**src/hdl/ring_defs.svh**
```systemverilog
/*
  timing counts, phase codes and acknowledgement codes for the ring
  phase and fault monitor. assumes nothing; definitions only.
*/
`ifndef RING_DEFS_SVH
`define RING_DEFS_SVH

`define PHASE_ZERO 3'h0
`define PHASE_THREE 3'h3
`define PHASE_FOUR 3'h4
`define PHASE_MAX 3'h4
`define FAIL_LIMIT 2'h2
`define CLK_HZ 25000000
`define CYCLE_US 1000
`define CYCLE_CLKS ((`CLK_HZ / 1000000) * `CYCLE_US)
`define ACK_IDLE 2'h0
`define ACK_BUSY 2'h1
`define ACK_DONE 2'h2
`define ACK_ERROR 2'h3
`define CALC_CLKS 16'h0010
`define MASTER_SWITCH_CYCLES 2'h1

`endif

```
**src/hdl/ring_pkg.sv**
```systemverilog
/*
  types shared by both ends of the ring phase and fault monitor.
  assumes ring_defs.svh is on the include path.
*/
package ring_pkg;
    typedef enum logic [1:0] {
        check_idle_type = 2'b00,
        check_calc_type = 2'b01,
        check_report_type = 2'b10
    } check_state_type;

    typedef enum logic [1:0] {
        mstate_run_type = 2'b00,
        mstate_gap_type = 2'b01,
        mstate_hold_type = 2'b10
    } master_state_type;
endpackage

```
**src/hdl/ring_link_if.sv**
```systemverilog
/*
  interface joining the drive end and the master end of the ring.
  assumes one clock shared by both ends; telegram events are one-cycle
  strobes carrying the judged quality of each telegram.
*/
`timescale 1ns/1ps

interface ring_link_if;
    logic sync_telegram_stb;
    logic [2:0] phase_byte_a;
    logic sync_crc_ok;
    logic sync_time_ok;
    logic sync_len_ok;
    logic sync_addr_ok;
    logic master_data_telegram_stb;
    logic data_crc_ok;
    logic data_time_ok;
    logic data_len_ok;
    logic data_addr_ok;
    logic check_cmd;
    logic [1:0] check_ack;
    logic drive_reply_telegram_stb;

    modport drive
    (
        input sync_telegram_stb, phase_byte_a, sync_crc_ok, sync_time_ok,
        input sync_len_ok, sync_addr_ok, master_data_telegram_stb,
        input data_crc_ok, data_time_ok, data_len_ok, data_addr_ok,
        input check_cmd,
        output check_ack, drive_reply_telegram_stb
    );

    modport master
    (
        output sync_telegram_stb, phase_byte_a, sync_crc_ok, sync_time_ok,
        output sync_len_ok, sync_addr_ok, master_data_telegram_stb,
        output data_crc_ok, data_time_ok, data_len_ok, data_addr_ok,
        output check_cmd,
        input check_ack, drive_reply_telegram_stb
    );
endinterface

```
**src/hdl/ring_drive_end.sv**
```systemverilog
/*
  drive (slave) end of the ring: phase tracking, phase-4 transition
  check, telegram validation, failure counting and shutdown control.
  assumes the master end drives the link strobes on the same clock and
  that a cycle-tick input marks each communication cycle boundary.
*/
`timescale 1ns/1ps
`include "ring_defs.svh"

module ring_drive_end
    import ring_pkg::*;
#(
    parameter int CNT_W = 16,
    parameter int DATA_W = 16,
    parameter int LIST_W = 8
)
(
    // clock and reset
    input wire logic clk,
    input wire logic reset_n,
    // link to the master
    ring_link_if.drive link,
    // local timing and parameter checker
    input wire logic cycle_tick,
    input wire logic params_valid,
    input wire logic [LIST_W-1:0] invalid_param_mask,
    // command values
    input wire logic [DATA_W-1:0] command_in,
    input wire logic command_in_stb,
    output logic [DATA_W-1:0] command_out,
    output logic command_substituted,
    // status
    output logic [2:0] phase,
    output logic power_enable,
    output logic shutdown_req,
    output logic comm_error,
    output logic [LIST_W-1:0] invalid_param_list,
    output logic [CNT_W-1:0] sync_miss_count,
    output logic [CNT_W-1:0] data_miss_count
);

    typedef struct packed {
        logic [2:0] phase;
        check_state_type check;
        logic [15:0] calc_cnt;
        logic [1:0] ack;
        logic [LIST_W-1:0] bad_list;
        logic sync_seen;
        logic data_seen;
        logic [1:0] sync_fails;
        logic [1:0] data_fails;
        logic [CNT_W-1:0] sync_total;
        logic [CNT_W-1:0] data_total;
        logic comm_err;
        logic shutdown;
        logic reply;
        logic [DATA_W-1:0] last_cmd;
        logic [DATA_W-1:0] cmd_out;
        logic subst;
    } drive_state_type;

    drive_state_type state_reg;
    drive_state_type state_next;
    logic sync_ok;
    logic data_ok;
    logic sync_double;
    logic data_double;

    // telegram quality judged from the four checks, plus phase range for sync
    assign sync_ok = link.sync_telegram_stb && link.sync_crc_ok &&
        link.sync_time_ok && link.sync_len_ok && link.sync_addr_ok &&
        (link.phase_byte_a <= `PHASE_MAX);
    assign data_ok = link.master_data_telegram_stb && link.data_crc_ok &&
        link.data_time_ok && link.data_len_ok &&
        link.data_addr_ok;
    // a cycle without a good telegram counts as a failure at its end
    assign sync_double = cycle_tick && !state_reg.sync_seen &&
        (state_reg.sync_fails == `FAIL_LIMIT - 2'h1);
    assign data_double = cycle_tick && !state_reg.data_seen &&
        (state_reg.data_fails == `FAIL_LIMIT - 2'h1);

    // next-state logic
    always_comb
    begin
        state_next = state_reg;
        state_next.reply = 1'b0;
        state_next.subst = 1'b0;
        if (sync_ok)
        begin
            state_next.sync_seen = 1'b1;
            state_next.phase = link.phase_byte_a;
        end
        if (data_ok)
        begin
            state_next.data_seen = 1'b1;
        end
        // cycle boundary: count misses, keep the cycle running anyway
        if (cycle_tick)
        begin
            state_next.sync_seen = sync_ok;
            state_next.data_seen = data_ok;
            if (state_reg.sync_seen)
            begin
                state_next.sync_fails = 2'h0;
            end
            else
            begin
                state_next.sync_total = state_reg.sync_total +
                    CNT_W'(1);
                if (state_reg.sync_fails != `FAIL_LIMIT)
                begin
                    state_next.sync_fails = state_reg.sync_fails + 2'h1;
                end
            end
            if (state_reg.data_seen)
            begin
                state_next.data_fails = 2'h0;
            end
            else
            begin
                state_next.data_total = state_reg.data_total +
                    CNT_W'(1);
                if (state_reg.data_fails != `FAIL_LIMIT)
                begin
                    state_next.data_fails = state_reg.data_fails + 2'h1;
                end
            end
        end
        // double sync failures in phase three or four, or double data failures in phase four, drop back to zero
        if (sync_double && (state_reg.phase == `PHASE_THREE ||
            state_reg.phase == `PHASE_FOUR))
        begin
            state_next.phase = `PHASE_ZERO;
            state_next.comm_err = 1'b1;
        end
        if (data_double && state_reg.phase == `PHASE_FOUR)
        begin
            state_next.phase = `PHASE_ZERO;
            state_next.comm_err = 1'b1;
        end
        // shutdown held outside phase four
        state_next.shutdown =
            (state_next.phase != `PHASE_FOUR);
        // reply only in a cycle whose sync telegram arrived
        if (cycle_tick && state_reg.sync_seen)
        begin
            state_next.reply = 1'b1;
        end
        // command values: last good, or substitute on a miss
        if (command_in_stb && data_ok)
        begin
            state_next.last_cmd = command_in;
            state_next.cmd_out = command_in;
        end
        else if (cycle_tick && !state_reg.data_seen)
        begin
            state_next.cmd_out = state_reg.last_cmd;
            state_next.subst = 1'b1;
        end
        // phase-four transition check procedure command
        case (state_reg.check)
            check_idle_type:
            begin
                state_next.ack = `ACK_IDLE;
                if (link.check_cmd && state_reg.phase == `PHASE_THREE)
                begin
                    state_next.check = check_calc_type;
                    state_next.calc_cnt = 16'h0000;
                    state_next.ack = `ACK_BUSY;
                end
            end
            check_calc_type:
            begin
                state_next.ack = `ACK_BUSY;
                state_next.calc_cnt = state_reg.calc_cnt + 16'h0001;
                if (state_reg.calc_cnt == `CALC_CLKS - 16'h0001)
                begin
                    state_next.check = check_report_type;
                    if (params_valid)
                    begin
                        state_next.ack = `ACK_DONE;
                    end
                    else
                    begin
                        state_next.ack = `ACK_ERROR;
                        state_next.bad_list = invalid_param_mask;
                    end
                end
            end
            check_report_type:
            begin
                // answer holds until the master clears the command
                if (!link.check_cmd)
                begin
                    state_next.check = check_idle_type;
                    state_next.ack = `ACK_IDLE;
                end
            end
            default:
            begin
                state_next.check = check_idle_type;
                state_next.ack = `ACK_IDLE;
            end
        endcase
        if (!link.check_cmd && state_reg.check == check_calc_type)
        begin
            state_next.check = check_idle_type;
            state_next.ack = `ACK_IDLE;
        end
    end

    // state register
    always_ff @(posedge clk or negedge reset_n)
    begin
        if (!reset_n)
        begin
            state_reg <= '{phase: `PHASE_ZERO, check: check_idle_type,
                shutdown: 1'b1, default: '0};
        end
        else
        begin
            state_reg <= state_next;
        end
    end

    // outputs straight from the state register
    assign phase = state_reg.phase;
    assign shutdown_req = state_reg.shutdown;
    assign power_enable = !state_reg.shutdown;
    assign comm_error = state_reg.comm_err;
    assign invalid_param_list = state_reg.bad_list;
    assign sync_miss_count = state_reg.sync_total;
    assign data_miss_count = state_reg.data_total;
    assign command_out = state_reg.cmd_out;
    assign command_substituted = state_reg.subst;
    assign link.check_ack = state_reg.ack;
    assign link.drive_reply_telegram_stb = state_reg.reply;

endmodule

```
**src/flat_wrapper.sv**
```systemverilog
// flat-port wrapper written by rule: the top's interface ports become plain ports
module ring_drive_end_flat import ring_pkg::*;
#(
    parameter int CNT_W = 16,
    parameter int DATA_W = 16,
    parameter int LIST_W = 8
)
  (clk, reset_n, cycle_tick, params_valid, invalid_param_mask, command_in, command_in_stb, command_out, command_substituted, phase, power_enable, shutdown_req, comm_error, invalid_param_list, sync_miss_count, data_miss_count, link_sync_telegram_stb, link_phase_byte_a, link_sync_crc_ok, link_sync_time_ok, link_sync_len_ok, link_sync_addr_ok, link_master_data_telegram_stb, link_data_crc_ok, link_data_time_ok, link_data_len_ok, link_data_addr_ok, link_check_cmd, link_check_ack, link_drive_reply_telegram_stb);
  ring_link_if link_i ();
  input wire logic clk;
  input wire logic reset_n;
  input wire logic cycle_tick;
  input wire logic params_valid;
  input wire logic [LIST_W-1:0] invalid_param_mask;
  input wire logic [DATA_W-1:0] command_in;
  input wire logic command_in_stb;
  output logic [DATA_W-1:0] command_out;
  output logic command_substituted;
  output logic [2:0] phase;
  output logic power_enable;
  output logic shutdown_req;
  output logic comm_error;
  output logic [LIST_W-1:0] invalid_param_list;
  output logic [CNT_W-1:0] sync_miss_count;
  output logic [CNT_W-1:0] data_miss_count;
  input wire logic [$bits(link_i.sync_telegram_stb)-1:0] link_sync_telegram_stb;
  input wire logic [$bits(link_i.phase_byte_a)-1:0] link_phase_byte_a;
  input wire logic [$bits(link_i.sync_crc_ok)-1:0] link_sync_crc_ok;
  input wire logic [$bits(link_i.sync_time_ok)-1:0] link_sync_time_ok;
  input wire logic [$bits(link_i.sync_len_ok)-1:0] link_sync_len_ok;
  input wire logic [$bits(link_i.sync_addr_ok)-1:0] link_sync_addr_ok;
  input wire logic [$bits(link_i.master_data_telegram_stb)-1:0] link_master_data_telegram_stb;
  input wire logic [$bits(link_i.data_crc_ok)-1:0] link_data_crc_ok;
  input wire logic [$bits(link_i.data_time_ok)-1:0] link_data_time_ok;
  input wire logic [$bits(link_i.data_len_ok)-1:0] link_data_len_ok;
  input wire logic [$bits(link_i.data_addr_ok)-1:0] link_data_addr_ok;
  input wire logic [$bits(link_i.check_cmd)-1:0] link_check_cmd;
  output wire logic [$bits(link_i.check_ack)-1:0] link_check_ack;
  output wire logic [$bits(link_i.drive_reply_telegram_stb)-1:0] link_drive_reply_telegram_stb;
  assign link_i.sync_telegram_stb = link_sync_telegram_stb;
  assign link_i.phase_byte_a = link_phase_byte_a;
  assign link_i.sync_crc_ok = link_sync_crc_ok;
  assign link_i.sync_time_ok = link_sync_time_ok;
  assign link_i.sync_len_ok = link_sync_len_ok;
  assign link_i.sync_addr_ok = link_sync_addr_ok;
  assign link_i.master_data_telegram_stb = link_master_data_telegram_stb;
  assign link_i.data_crc_ok = link_data_crc_ok;
  assign link_i.data_time_ok = link_data_time_ok;
  assign link_i.data_len_ok = link_data_len_ok;
  assign link_i.data_addr_ok = link_data_addr_ok;
  assign link_i.check_cmd = link_check_cmd;
  assign link_check_ack = link_i.check_ack;
  assign link_drive_reply_telegram_stb = link_i.drive_reply_telegram_stb;
  ring_drive_end #(.CNT_W(CNT_W), .DATA_W(DATA_W), .LIST_W(LIST_W)) u_core (.clk(clk), .reset_n(reset_n), .link(link_i), .cycle_tick(cycle_tick), .params_valid(params_valid), .invalid_param_mask(invalid_param_mask), .command_in(command_in), .command_in_stb(command_in_stb), .command_out(command_out), .command_substituted(command_substituted), .phase(phase), .power_enable(power_enable), .shutdown_req(shutdown_req), .comm_error(comm_error), .invalid_param_list(invalid_param_list), .sync_miss_count(sync_miss_count), .data_miss_count(data_miss_count));
endmodule
```
**config.mk**
```make
export PLATFORM = sky130hd
export DESIGN_NAME = ring_drive_end_flat
export DESIGN_NICKNAME = d
export VERILOG_FILES = /design/src/hdl/ring_pkg.sv /design/src/hdl/ring_link_if.sv /design/src/hdl/ring_drive_end.sv /design/src/flat_wrapper.sv
export VERILOG_INCLUDE_DIRS = /design/src /design/src/hdl
export SDC_FILE = /design/constraint.sdc
export NUM_CORES = 1
export LEC_CHECK = 0
export BUFFER_PORTS_ARGS = -buffer_cell sky130_fd_sc_hd__buf_2
export CAP_MARGIN = 20
export CORE_MARGIN = 8
export CORE_UTILIZATION = 50
export CTS_CLUSTER_DIAMETER = 40
export CTS_CLUSTER_SIZE = 12
export DETAILED_ROUTE_END_ITERATION = 7
export PLACE_DENSITY = 0.81
export SLEW_MARGIN = 15
export SYNTH_ARGS = -nofsm -noshare
export SYNTH_HDL_FRONTEND = slang
export SYNTH_SLANG_ARGS = --single-unit
export TNS_END_PERCENT = 1
```
**constraint.sdc**
```tcl
create_clock -name clk -period 2.1 [get_ports clk]
set_clock_uncertainty 0.15 [all_clocks]
set_input_delay 0.42 -clock clk [delete_from_list [all_inputs] [get_ports clk]]
set_output_delay 0.42 -clock clk [all_outputs]
set_load 0.05 [all_outputs]
```
# Word level (Yosys, flattened, before mapping)
# Index checks and enable logic that the tools add are counted.
[totals]
ff_bits = 105
input_bits = 43
output_inout_bits = 66
wordCells = 108
[op_classes]
addsub = 5
order_cmp = 1
n_eq_ne = 14
mux = 29
bitwise_logic = 3
reduce_logical = 39
[ops]
columns = ["operator", "count"]
rows = [
  ["adder 16 x 1 -> 16 bit, second input constant", 3],
  ["2-to-1 mux 16 bit", 3],
  ["2-to-1 mux 38 bit", 1],
  ["one-hot mux 16 bit (2 select lines)", 1],
  ["2-to-1 mux 20 bit", 1],
  ["logical AND 1 bit", 19],
  ["2-to-1 mux 17 bit", 1],
  ["equality test 16 x 4 -> 1 bit, second input constant", 1],
  ["2-to-1 mux 2 bit", 8],
  ["nonzero test 2 bit", 7],
  ["one-hot mux 2 bit (3 select lines)", 2],
  ["2-to-1 mux 10 bit", 1],
  ["AND reduction 2 bit", 5],
  ["2-to-1 mux 3 bit", 3],
  ["2-to-1 mux 8 bit", 1],
  ["2-to-1 mux 1 bit", 7],
  ["equality test 2 x 1 -> 1 bit, second input constant", 3],
  ["inequality test 3 x 2 -> 1 bit, second input constant", 2],
  ["AND reduction 3 bit", 2],
  ["adder 2 x 1 -> 2 bit, second input constant", 2],
  ["logical NOT 1 bit", 4],
  ["inequality test 2 bit, second input constant", 2],
  ["equality test 3 x 2 -> 1 bit, second input constant", 1],
  ["equality test 3 bit, second input constant", 1],
  ["other kinds (8)", 10],
]

# Longest topological paths before layout
[logic_depth]
depth_word = 9
ltp_mapped = 6
depth_no_buf = 6

# Least setup slack after synthesis
# OpenSTA, ideal clock, no wires.
[synth_timing]
path_type = "register to register"
start = "reg u_core.state_reg[84] (netlist name)"
end = "reg u_core.state_reg (netlist bit u_core.invalid_param_list[0])"
setup_time_ns = 0.125
arrival_time_ns = 1.533
t_required_ns = 1.825
setup_slack_ns = 0.292
stages_incl_launch_ff = 6
n_path_buf = 0
synth_period_minus_slack_ns = 1.808
path_cell_list = "dfrtp_1 -> ha_1 -> and3_1 -> and4_1 -> nand3b_2 -> mux2_2"
[synth_via]
elab_chain_len = 2
[synth_rtl]
columns = ["item", "line_no", "rtl"]
rows = [
  ["from (decl)", "ring_drive_end.sv:62", "drive_state_type state_reg;"],
  ["from (signal assigned)", "ring_drive_end.sv:217", "state_reg <= '{phase: `PHASE_ZERO, check: check_idle_type,"],
  ["from (signal assigned)", "ring_drive_end.sv:222", "state_reg <= state_next;"],
  ["equality test 16 x 4 -> 1 bit", "ring_drive_end.sv:176", "if (state_reg.calc_cnt == `CALC_CLKS - 16'h0001)"],
  ["AND reduction 3 bit (no line)", "n/a", ""],
]
# Every way passes these cells.
# A chain may end at the register's enable or synchronous reset.

# Worst setup path in the final report
[layout_timing]
start = "reg u_core.state_reg[84] (netlist name)"
end = "reg u_core.state_reg[94] (netlist name)"
[layout_via]
elab_chain_len = 2
[layout_rtl]
columns = ["item", "line_no", "rtl"]
rows = [
  ["adder 16 x 1 -> 16 bit", "ring_drive_end.sv:175", "state_next.calc_cnt = state_reg.calc_cnt + 16'h0001;"],
  ["one-hot mux 16 bit (2 select lines)", "ring_drive_end.sv:161", "case (state_reg.check)"],
]
# Every way passes these cells.

==> metrics.md <==
| Metric | Value |
|---|---|
| Crit Path Max Fanout | `6` |
| Area grow syn2layout | `9.75%` |
| Hold slack | `0.107 ns` |
| Clock Path Buffers | `2` |
| Crit Path Class | `register to register` |
| Antenna Nets Post-Route | `0` |
| FFs w/ async S/R, synth | `100%` |
| Outcome | `finished, final reports clean` |
| CTS root buf | `clkbuf_8` |
| Number of flops mapped to enable cells by yosys | `0` |
| GRT Util Overall | `16.3%` |
| Fin. max-slew vios | `0` |
| Critical Path Max Stage Delay | `0.42 ns` |
| 1st-iter DRT viols | `316` |
| Mapped Nets | `548` |
| Number of setup buffers added after CTS | `0` |
| Core Util, Final | `56.0%` |
| # setup viols final | `0` |
| Site row count | `37` |
| WL final | `11100 um` |
| Final WS setup | `0.171 ns` |
| RSZ-0062 raised after global routing | `false` |
| Worst vdd ir | `0.447 mV` |
| Detailed Routing Iterations Pass 1 | `4` |
| Worst path required time | `2.24 ns` |
| Gate Count Post-Synth | `498` |
| Synth top area share | `49.8%` |
| Synth Register Bits | `105` |
| Worst path bufs/invs | `0` |
| Number of port buffers | `108` |
| WL per Instance | `15.9 um` |
| Worst path arrival time | `2.07 ns` |
| Tcrit/Tclk final | `91.8%` |
| Clk Latency, worst-skew pair | `0.37 ns` |
| Vias per cell | `5.37` |
| Critical Path Slowest Stage Cell | `dfrtp_1` |
| Top delay family on crit path | `simple AND/OR/NAND/NOR gates` |
| FF-to-FF setup slack | `0.17 ns` |
| Number of global-route vias before repair | `3876` |
| Startpoint types | `register` |
| CORE AREA | `10200 sq um` |
| Clk sinks | `105` |
| Final GP Congestion | `0.882` |
| Worst-path clk slew | `0.10 ns` |
| Height of the die | `118 um` |
| TritonCTS clock tree | `done` |
| CP endpoint kind | `register` |
| Worst min-delay path class | `primary input to register` |
| Largest net degree at the start of global routing | `50` |
| Hpwl dp | `8230 um` |
| Initial antenna violation count | `1` |
| Leading area contributor after synthesis | `dfrtp_1` |
| LEAKAGE | `2.88 nW` |
| Least-Margin Pin Slew | `0.654 ns` |
| Area post-placement | `5530 sq um` |
| YS warnings | `0` |
| Vias | `3740` |
| Io pins | `109` |
| Drc violations | `0` |
| Syn Std Cell Area | `5220 sq um` |
| Total of max-cap violations | `0` |
| Final hold violations | `0` |
| Area contributors post-synth | `dfrtp_1 (50%), buf_4 (8.9%), mux2_2 (5.4%), nand2_1 (3.9%), xnor2_1 (3.7%)` |
| Setup_tns | `0 ns` |
| First-pass GRT wire length | `19000 um` |
| Post-route cell area | `5730 sq um` |
| Post-synthesis cell type count | `56` |
| Cts bufs inserted | `9` |
| H-Tree Depth | `3` |
| Starting density of the core | `51.0%` |
| Crit-path cells | `ha_1 -> and4_1 -> o2111ai_1 -> or3_1 -> a21oi_1` |
| Slew Limit Headroom | `55.9%` |
| Share of cells above drive strength 1 | `31.1%` |
| Full die area | `14000 sq um` |
| Pre-CTS WS | `0.146 ns` |
| Post-synthesis sequential area ratio | `50.3%` |
| Largest register FFs | `40` |
| Total congestion overflow | `0` |
| Top FF cell, synth | `dfrtp_1` |
| Top-count cell post-synth | `dfrtp_1` |
| Top cells by count, synth | `dfrtp_1 (104), buf_4 (62), nand2_1 (54), nor2_1 (34), mux2_2 (25)` |
| Cell area power density | `985 nW/um^2` |
| Nets | `606` |
| Final min period | `1.93 ns` |
| Syn Area/Cell | `10.5 sq um` |
| Fillers | `862` |
| Chip width | `118 um` |
| Fmax | `518 MHz` |
## layout by cell type (no fill, tap or decap), types with 4 or more instances in the layout
| cell | instances |
|---|---|
| a31oi_1 | 16 |
| ha_1 | 7 |
| a21oi_1 | 19 |
| xnor2_1 | 22 |
| clkbuf_8 | 9 |
| nand2_1 | 54 |
| and4_1 | 5 |
| and2_1 | 4 |
| o21ai_0 | 9 |
| nand4_1 | 10 |
| xor2_1 | 11 |
| or3_1 | 4 |
| nand3_1 | 15 |
| inv_1 | 13 |
| nor3_1 | 7 |
| o22ai_1 | 4 |
| dfrtp_1 | 104 |
| nor2_1 | 34 |
| and3_1 | 9 |
| nor4_1 | 4 |
| buf_4 | 11 |
| mux2_2 | 25 |
| buf_2 | 107 |
## stage by stage
step                      std cells  total power, W
after floorplan                 498         0.00421
after global placement          680         0.00439
after detailed placement        680         0.00447
after CTS                       696         0.00569
after global routing            697         0.00594
final                           697         0.00565
## cell families (layout without fill, tap and decap cells)
family	count (synthesis)	count (layout)	share of synthesized area [%]
compound gates	73	73	9.34
xor+xnor	33	33	5.53
fa+ha+maj	7	7	1.68
buf+inv	87	149	11.0
flops	105	105	50.3
mux	25	25	5.39
other cells	0	1	0
simple gates	168	168	16.7
## per-layer routing
layer | track usage (%) | wire length (um) | part of all wire [%]
met1 | 19.7 | 4690 | 42
met2 | 27.0 | 5520 | 50
met3 | 4.62 | 664 | 6.0
met4 | 6.89 | 242 | 2.2
met5 | 0 | 0 | 0
## where the power goes
group          switching (W)  leakage, nW  internal, W
clock network       0.000682       0.0925     0.000546
registers           0.000312         1.36      0.00234
logic                0.00124         1.43     0.000527
total                0.00223         2.88      0.00341
## cell type report
cell class	count	area (sq um)	area share (%)
Sequential cell	105	2630	45.9
Antenna cell	1	2.50	0.0437
Timing Repair Buffer	121	668	11.7
Inverter	13	48.8	0.851
Tap cell	136	170	2.97
Multi-Input combinational cell	306	2030	35.4
Clock inverter	5	56.3	0.982
Clock buffer	10	128	2.23
## final timing paths
path / endpoint / depth (start not counted) / from
max: u_core.state_reg[94]$_DFFE_PN0P_ / 5 / u_core.state_reg[84]$_DFFE_PN0P_
min reg2reg: u_core.data_miss_count[15]$_DFFE_PN0N_ / 1 / u_core.data_miss_count[15]$_DFFE_PN0N_
min in group asynchronous: u_core.link.check_ack[0]$_DFFE_PN0P_ / 2 / reset_n
max reg2reg: u_core.state_reg[94]$_DFFE_PN0P_ / 5 / u_core.state_reg[84]$_DFFE_PN0P_
max in group asynchronous: u_core.data_miss_count[12]$_DFFE_PN0N_ / 3 / reset_n
min: u_core.link.check_ack[0]$_DFFE_PN0P_ / 2 / params_valid
## timing repair
item | in CTS | in global routing
setup endpoints to repair | 0 | 1
hold buffers | 1 | 0
gates resized for setup | 0 | 1
endpoints found under the hold margin | 25 | 0
Note: power is estimated with default switching activity, not from simulation.
